==> src/rtl/asc_defs.vh <==
// Purpose: constants for the asynchronous static memory host controller
// Assumes: 100 MHz mclk_i, one access at a time
// Notes: times in ns/us as printed, cycle counts derived
`ifndef ASC_DEFS_VH
`define ASC_DEFS_VH
`define ASC_CLK_PERIOD_NS 10
`define ASC_ADDR_W 19
`define ASC_DATA_W 8
`define ASC_T_POWER_US 100
`define ASC_T_RC_NS 12
`define ASC_T_AA_NS 12
`define ASC_T_PWE_NS 8
`define ASC_T_SD_NS 6
`define ASC_T_R_NS 12
`define ASC_T_HZWE_NS 6
// least times round up to whole cycles
`define ASC_CYC_UP(ns) (((ns) + `ASC_CLK_PERIOD_NS - 1) / `ASC_CLK_PERIOD_NS)
`define ASC_POWER_CYC ((`ASC_T_POWER_US * 1000) / `ASC_CLK_PERIOD_NS)
`define ASC_RD_CYC `ASC_CYC_UP(`ASC_T_AA_NS)
`define ASC_WR_CYC `ASC_CYC_UP(`ASC_T_PWE_NS)
`define ASC_REC_CYC `ASC_CYC_UP(`ASC_T_R_NS)
`define ASC_TURN_CYC `ASC_CYC_UP(`ASC_T_HZWE_NS)
`define ASC_CNT_W 14
`endif

==> src/rtl/asc_timer.v <==
// Purpose: down counter giving wait intervals in clock cycles
// Assumes: load has priority over counting
// Notes: done is high while count is zero
`timescale 1ns/1ps
`include "asc_defs.vh"
module asc_timer (
    input wire mclk_i,
    input wire rst_i,
    input wire load_i,
    input wire [`ASC_CNT_W-1:0] value_i,
    output wire done_o
);
    reg [`ASC_CNT_W-1:0] cnt_reg;
    // count to zero and rest there
    always @(posedge mclk_i) begin
        if (rst_i)
            cnt_reg <= {`ASC_CNT_W{1'b0}};
        else if (load_i)
            cnt_reg <= value_i;
        else if (cnt_reg != {`ASC_CNT_W{1'b0}})
            cnt_reg <= cnt_reg - 1'b1;
    end
    // done must not look at load: the controller loads on done, a loop otherwise
    assign done_o = (cnt_reg == {`ASC_CNT_W{1'b0}});
endmodule // asc_timer

==> src/rtl/asc_pin_io.v <==
// Purpose: registered data pin drive and read capture
// Assumes: oe high while host drives the bus
// Notes: read data captured only on capture strobe
`timescale 1ns/1ps
`include "asc_defs.vh"
module asc_pin_io (
    input wire mclk_i,
    input wire rst_i,
    input wire drive_i,
    input wire [`ASC_DATA_W-1:0] wdata_i,
    input wire capture_i,
    input wire [`ASC_DATA_W-1:0] dq_i,
    output reg [`ASC_DATA_W-1:0] dq_o,
    output reg dq_oe_o,
    output reg [`ASC_DATA_W-1:0] rdata_o
);
    // output and capture flops
    always @(posedge mclk_i) begin
        if (rst_i) begin
            dq_o <= 8'h00;
            dq_oe_o <= 1'b0;
            rdata_o <= 8'h00;
        end else begin
            dq_oe_o <= drive_i;
            if (drive_i)
                dq_o <= wdata_i;
            if (capture_i)
                rdata_o <= dq_i;
        end
    end
endmodule // asc_pin_io

==> src/rtl/asc_ctrl.v <==
// Purpose: host controller driving a 512K x 8 asynchronous static memory
// Assumes: one request at a time, req_i taken while ready_o is high
// Notes: all pin outputs come from flops, so pins never glitch
`timescale 1ns/1ps
`include "asc_defs.vh"
module asc_ctrl #(
    parameter POWER_CYC = `ASC_POWER_CYC
) (
    input wire mclk_i,
    input wire rst_i,
    input wire req_i,
    input wire we_i,
    input wire [`ASC_ADDR_W-1:0] addr_i,
    input wire [`ASC_DATA_W-1:0] wdata_i,
    input wire retain_req_i,
    input wire retain_exit_i,
    output wire ready_o,
    output reg done_o,
    output wire [`ASC_DATA_W-1:0] rdata_o,
    output reg retain_ok_o,
    output reg [`ASC_ADDR_W-1:0] mem_addr_o,
    output reg mem_cs_n_o,
    output reg mem_oe_n_o,
    output reg mem_we_n_o,
    input wire [`ASC_DATA_W-1:0] mem_dq_i,
    output wire [`ASC_DATA_W-1:0] mem_dq_o,
    output wire mem_dq_oe_o
);
    localparam [6:0] S_POWER = 7'h01;
    localparam [6:0] S_IDLE = 7'h02;
    localparam [6:0] S_READ = 7'h04;
    localparam [6:0] S_WSET = 7'h08;
    localparam [6:0] S_WPULSE = 7'h10;
    localparam [6:0] S_WEND = 7'h20;
    localparam [6:0] S_RETAIN = 7'h40;

    reg [6:0] state_reg, state_next;
    reg [`ASC_DATA_W-1:0] wdata_reg;
    reg tmr_load;
    reg [`ASC_CNT_W-1:0] tmr_value;
    reg drive;
    reg capture;
    wire tmr_done;
    reg pwr_loaded_reg;
    reg [`ASC_CNT_W+3:0] pwr_cnt_reg;
    wire pwr_busy = (pwr_cnt_reg != {(`ASC_CNT_W+4){1'b0}});

    // cycle count to timer width
    function [`ASC_CNT_W-1:0] cyc;
        input integer n;
        begin
            cyc = n[`ASC_CNT_W-1:0];
        end
    endfunction

    asc_timer u_timer (
        .mclk_i(mclk_i),
        .rst_i(rst_i),
        .load_i(tmr_load),
        .value_i(tmr_value),
        .done_o(tmr_done)
    );

    asc_pin_io u_pin (
        .mclk_i(mclk_i),
        .rst_i(rst_i),
        .drive_i(drive),
        .wdata_i(wdata_reg),
        .capture_i(capture),
        .dq_i(mem_dq_i),
        .dq_o(mem_dq_o),
        .dq_oe_o(mem_dq_oe_o),
        .rdata_o(rdata_o)
    );

    assign ready_o = (state_reg == S_IDLE) && tmr_done && !retain_req_i;

    // next state and timer loads
    always @* begin
        state_next = state_reg;
        tmr_load = 1'b0;
        tmr_value = {`ASC_CNT_W{1'b0}};
        drive = 1'b0;
        capture = 1'b0;
        case (state_reg)
            S_POWER: begin
                // the short access timer is idle here, only the long count counts
                if (pwr_loaded_reg && !pwr_busy)
                    state_next = S_IDLE;
            end
            S_IDLE: begin
                if (tmr_done && retain_req_i) begin
                    state_next = S_RETAIN; // cs already high
                end else if (ready_o && req_i && we_i) begin
                    state_next = S_WSET; // address before strobe
                end else if (ready_o && req_i) begin
                    state_next = S_READ;
                    tmr_load = 1'b1;
                    tmr_value = cyc(`ASC_RD_CYC);
                end
            end
            S_READ: begin
                if (tmr_done) begin
                    capture = 1'b1; // sampled after access time
                    state_next = S_IDLE;
                    tmr_load = 1'b1;
                    tmr_value = cyc(`ASC_TURN_CYC); // bus release before next drive
                end
            end
            S_WSET: begin
                drive = 1'b1;
                state_next = S_WPULSE;
                tmr_load = 1'b1;
                tmr_value = cyc(`ASC_WR_CYC);
            end
            S_WPULSE: begin
                drive = 1'b1;
                if (tmr_done)
                    state_next = S_WEND;
            end
            S_WEND: begin
                drive = 1'b1; // data held past strobe rise
                state_next = S_IDLE;
            end
            S_RETAIN: begin
                if (retain_exit_i) begin
                    state_next = S_IDLE;
                    tmr_load = 1'b1;
                    tmr_value = cyc(`ASC_REC_CYC);
                end
            end
            default: begin
                state_next = S_IDLE;
            end
        endcase
    end

    // state and power-up wait
    always @(posedge mclk_i) begin
        if (rst_i)
            state_reg <= S_POWER;
        else
            state_reg <= state_next;
    end

    // power-up count loaded once at release; a long wait uses the parameter
    always @(posedge mclk_i) begin
        if (rst_i) begin
            pwr_loaded_reg <= 1'b0;
            pwr_cnt_reg <= {(`ASC_CNT_W+4){1'b0}};
        end else if (!pwr_loaded_reg) begin
            pwr_loaded_reg <= 1'b1;
            pwr_cnt_reg <= POWER_CYC[`ASC_CNT_W+3:0];
        end else if (pwr_busy) begin
            pwr_cnt_reg <= pwr_cnt_reg - 1'b1;
        end
    end

    // pins: strobes and address from flops, no glitches
    always @(posedge mclk_i) begin
        if (rst_i) begin
            mem_addr_o <= {`ASC_ADDR_W{1'b0}};
            mem_cs_n_o <= 1'b1; // deselected means standby
            mem_oe_n_o <= 1'b1;
            mem_we_n_o <= 1'b1;
            wdata_reg <= 8'h00;
            done_o <= 1'b0;
            retain_ok_o <= 1'b0;
        end else begin
            done_o <= 1'b0;
            retain_ok_o <= (state_next == S_RETAIN);
            if (ready_o && req_i) begin
                mem_addr_o <= addr_i;
                wdata_reg <= wdata_i;
            end
            case (state_next)
                S_READ: begin
                    mem_cs_n_o <= 1'b0;
                    mem_oe_n_o <= 1'b0;
                    mem_we_n_o <= 1'b1;
                end
                S_WSET: begin
                    mem_cs_n_o <= 1'b1;
                    mem_oe_n_o <= 1'b1; // memory bus floats
                    mem_we_n_o <= 1'b1;
                end
                S_WPULSE: begin
                    mem_cs_n_o <= 1'b0;
                    mem_oe_n_o <= 1'b1;
                    mem_we_n_o <= 1'b0;
                end
                default: begin
                    mem_cs_n_o <= 1'b1; // address kept through this edge
                    mem_oe_n_o <= 1'b1;
                    mem_we_n_o <= 1'b1;
                end
            endcase
            if ((state_reg == S_READ && tmr_done) || state_reg == S_WEND)
                done_o <= 1'b1;
        end
    end

endmodule // asc_ctrl

==> config.mk <==
export PLATFORM = sky130hd
export DESIGN_NAME = asc_ctrl
export DESIGN_NICKNAME = d
export VERILOG_FILES = /design/src/rtl/asc_timer.v /design/src/rtl/asc_pin_io.v /design/src/rtl/asc_ctrl.v
export VERILOG_INCLUDE_DIRS = /design/src /design/src/rtl
export SDC_FILE = /design/constraint.sdc
export NUM_CORES = 1
export LEC_CHECK = 0
export ABC_CLOCK_PERIOD_IN_PS = 2750
export BUFFER_PORTS_ARGS = -buffer_cell sky130_fd_sc_hd__buf_2
export CAP_MARGIN = 30
export CELL_PAD_IN_SITES_DETAIL_PLACEMENT = 1
export CELL_PAD_IN_SITES_GLOBAL_PLACEMENT = 1
export CORE_ASPECT_RATIO = 0.6
export CORE_UTILIZATION = 34
export CTS_BUF_LIST = sky130_fd_sc_hd__clkbuf_2 sky130_fd_sc_hd__clkbuf_4 sky130_fd_sc_hd__clkbuf_8
export DETAILED_ROUTE_END_ITERATION = 8
export GPL_TIMING_DRIVEN = 0
export PLACE_DENSITY_LB_ADDON = 0.1
export SKIP_CTS_REPAIR_TIMING = 1
export SYNTH_ARGS = -nofsm -noshare
export SYNTH_HDL_FRONTEND = slang
export SYNTH_HIERARCHICAL = 1
export SYNTH_SLANG_ARGS = --single-unit
export TNS_END_PERCENT = 1
==> constraint.sdc <==
create_clock -name mclk_i -period 2.75 [get_ports mclk_i]
set_input_delay 0.275 -clock mclk_i [delete_from_list [all_inputs] [get_ports mclk_i]]
set_output_delay 0.275 -clock mclk_i [all_outputs]
set_load 0.02 [all_outputs]
==> run metrics <==
most used flip-flop cell after synthesis dfxtp_1; global-route usage over all layers 18.7%; initial core utilization 35.6%; sequential share of power 42.4%; Reg2Reg Setup Slack 0.1 ns; #FFs+latches synth 89; Switching Fraction 33.6%; Critical Path Source u_timer/cnt_reg[1]; Worst setup SP type flip-flop; later-pin clock latency in the skew report 0.36 ns; synth warn 6; PortBufs 82; power density over the cells 729 mW/mm²; CP Depth 13; internal power 2.46 mW; reg2reg path depth 13; Power Total 3.71 mW; drt pass-1 iters 4; post-route cell area 0.00509 mm²; WL final 11200 µm; area of the multi-input gates 0.00212 mm²; crit-path max FO 8; total CTS buffers 9; Final setup viols 0; Iteration-0 DRC Markers 133; max-cap viol count 0; Fmax 377 MHz; Final min period 2.65 ns; crit-path cells inv_1 > ha_4 > nor4b_4 > nand4_1 > buf_6 > inv_4 > nand3b_1 > nor4_4 > a21o_1 > or2_4 > buf_4 > or4b_1 > o211ai_1; HPWL after detailed placement 8440 µm; CTS tree built; clk_skew 0.00969 ns; Final TNS setup 0 ns; crit path kind flip-flop to flip-flop; Post-DP Area 0.00474 mm²; worst hold-check path type input port to flip-flop; root buffer cell clkbuf_8; Bufs on Longest Clock Path 2; Seq. cell area 0.00179 mm²; Wirelength per Cell 15.1 µm; number of synthesized flops with an enable pin 0; max incr delay on CP 0.51 ns; Overflow after GRT 0; Worst Path Buf+Inv 4; chip width 144 µm; max FFs per register 19; status completed; Yosys top cell by area dfxtp_1; slowest stage cell, crit path or4b_1; DRC 0; Final Non-Filler Cells 744; Final Net Count 623; Antenna Cells 0; Post-Synthesis Cells 469; first-pass GRT wire length 18000 µm; synthesized cell area 0.00409 mm²; unrepaired setup endpoints after global routing yes; leak pwr 1.99 nW; Die Y 86.9 µm; critical path arrival 2.93 ns; clock slew at the register clock pins of the worst setup and hold paths 0.10 ns; Netlist cell types 64; async set-reset flop share out of synthesis 0%; combinational power share 29.7%; fillers 1432; antenna violations before repair 0; vias 3632; synthesized area per cell 8.72 µm²; Final ANT Viol Nets 0; vias in the first global route 3534; max-slew violations 0; reg2reg end u_timer/cnt_reg[5]; Ports 83; Area contributors post-synth dfxtp_1 44%, nand2_1 5.5%, a21oi_1 4.8%; fraction of layout cells with a size suffix above 1 28.6%; Worst VDD drop 0.312 mV; Critical R2R Launch u_timer/cnt_reg[1]; Core Area 0.0115 mm²; Sink Count 89; synth-to-layout area growth 24.4%; CP endpoint kind flip-flop; largest net degree at the start of global routing 17; GP Congestion 0.885; Seq/Total Area, Yosys 43.6%; Psw 1.24 mW; Die Area 0.0125 mm²; placed insts 722; Setup crit end u_timer/cnt_reg[5]; Tightest Pin Transition 0.775 ns; Site Rows 30; crit share post-route 96.5%; H-tree depth 3; Clk pwr share 27.9%; worst relative slew slack 47.8%; Crit path max-delay family simple AND/OR/NAND/NOR gates; WP data required 3.03 ns; routed vias/inst 4.88; Yosys top cell area share 43.6%; Final Hold Fails 0
## worst min-delay path, stage by stage
cell	delay [ns]
buf_2	0.10
nand2_1	0.05
a21oi_1	0.05
## layout make-up
type / count / area share (%)
Multi-Input combinational cell: 342 / 41.7
Sequential cell: 89 / 35.2
Timing Repair Buffer: 89 / 9.10
Buffer: 30 / 4.16
Tap cell: 160 / 3.94
Clock buffer: 10 / 2.58
Clock inverter: 6 / 1.92
Inverter: 18 / 1.38
## worst min-delay path by stage
stage                        startpoint       endpoint  slack (ns)  cells past startpoint
after CTS                     addr_i[2]  mem_addr_o[2]        0.12                      3
after detailed placement  mem_addr_o[3]  mem_addr_o[3]        0.45                      2
after global routing          addr_i[0]  mem_addr_o[0]        0.13                      3
after floorplan              wdata_i[0]   wdata_reg[0]        0.41                      2
after global placement    mem_addr_o[2]  mem_addr_o[2]        0.44                      2
final                         addr_i[2]  mem_addr_o[2]        0.15                      3
## power by group through the flow
| stage | registers, mW | clock network (mW) | logic, mW |
|---|---|---|---|
| 4_1_cts | 1.57 | 1.09 | 0.957 |
| 3_5_place_dp | 1.60 | 0 | 0.948 |
| 5_1_grt | 1.59 | 1.13 | 1.20 |
| 2_1_floorplan | 1.55 | 0 | 0.738 |
| 3_3_place_gp | 1.59 | 0 | 0.937 |
| 6_report | 1.57 | 1.03 | 1.10 |
## per-layer routing
layer | vias up | GRT usage, % | wire length, µm
met4 | 0 | 3.48 | 38
met1 | 1717 | 27.2 | 6040
met3 | 2 | 4.29 | 536
met5 | - | 0 | 0
li1 | 1835 | - | -
met2 | 78 | 28.2 | 4580
## cells in the final DEF, fill, tap and decap left out, drive strengths merged, types with 2 or more instances in the layout
cell type and n:
and2 2, inv 21, nor4 13, nor2 47, or2 2, o21ai 10, nor4b 3, a31oi 2
a21boi 2, a21oi 49, xnor2 7, nand3b 5, nor3 18, or3 8, o211ai 6, nand3 7
nand4 3, or4 6, or4b 2, bufinv 2, buf 106, o31a 4, nand4b 2, a221oi 3
a21o 2, nand2b 4, clkbuf 22, dfxtp 89, a211oi 3, conb 12, nand2 70, o22ai 2
and3 2, nor2b 3, xor2 12, mux2i 18, ha 3
## logic make-up after synthesis
logic type	share of synthesized area (%)
and+or+nand+nor	25.8
AOI/OAI and AO/OA	14.3
DFF	43.6
buffers and inverters	6.61
xor gates and xnor gates	4.07
muxes	4.68
adders and majority gates	0.918
other	0.0917
## metrics by stage
step	utilization [%]	setup slack, ns	hold slack (ns)
finish	44.3	0.0968	0.147
global route	44.3	-0.0715	0.128
floorplan	-	0.0238	0.411
CTS	43.3	-0.858	0.122
detailed placement	41.3	-0.827	0.447
global placement	41.3	-0.815	0.438
## synth_stat cells, types with 2 or more instances
master,instances
dfxtp_1,89
nand2_1,60
nor2_1,46
a21oi_1,39
inv_1,18
mux2i_1,18
nor3_1,17
clkbuf_1,14
xor2_1,12
a21oi_2,10
nand2_2,10
nor4_1,10
o21ai_0,9
or3_1,8
nand3_1,7
xnor2_1,7
buf_2,6
buf_6,5
nand3b_1,5
o211ai_1,5
nand2b_1,4
a211oi_1,3
buf_4,3
ha_1,3
nand4_1,3
nor2b_1,3
nor4_2,3
o31a_1,3
or4_1,3
or4_4,3
a21boi_0,2
a21o_1,2
a221oi_1,2
a31oi_1,2
and3_1,2
nand4b_1,2
o22ai_1,2
or2_2,2
or4b_1,2
Power figures use the tool's default switching activity.
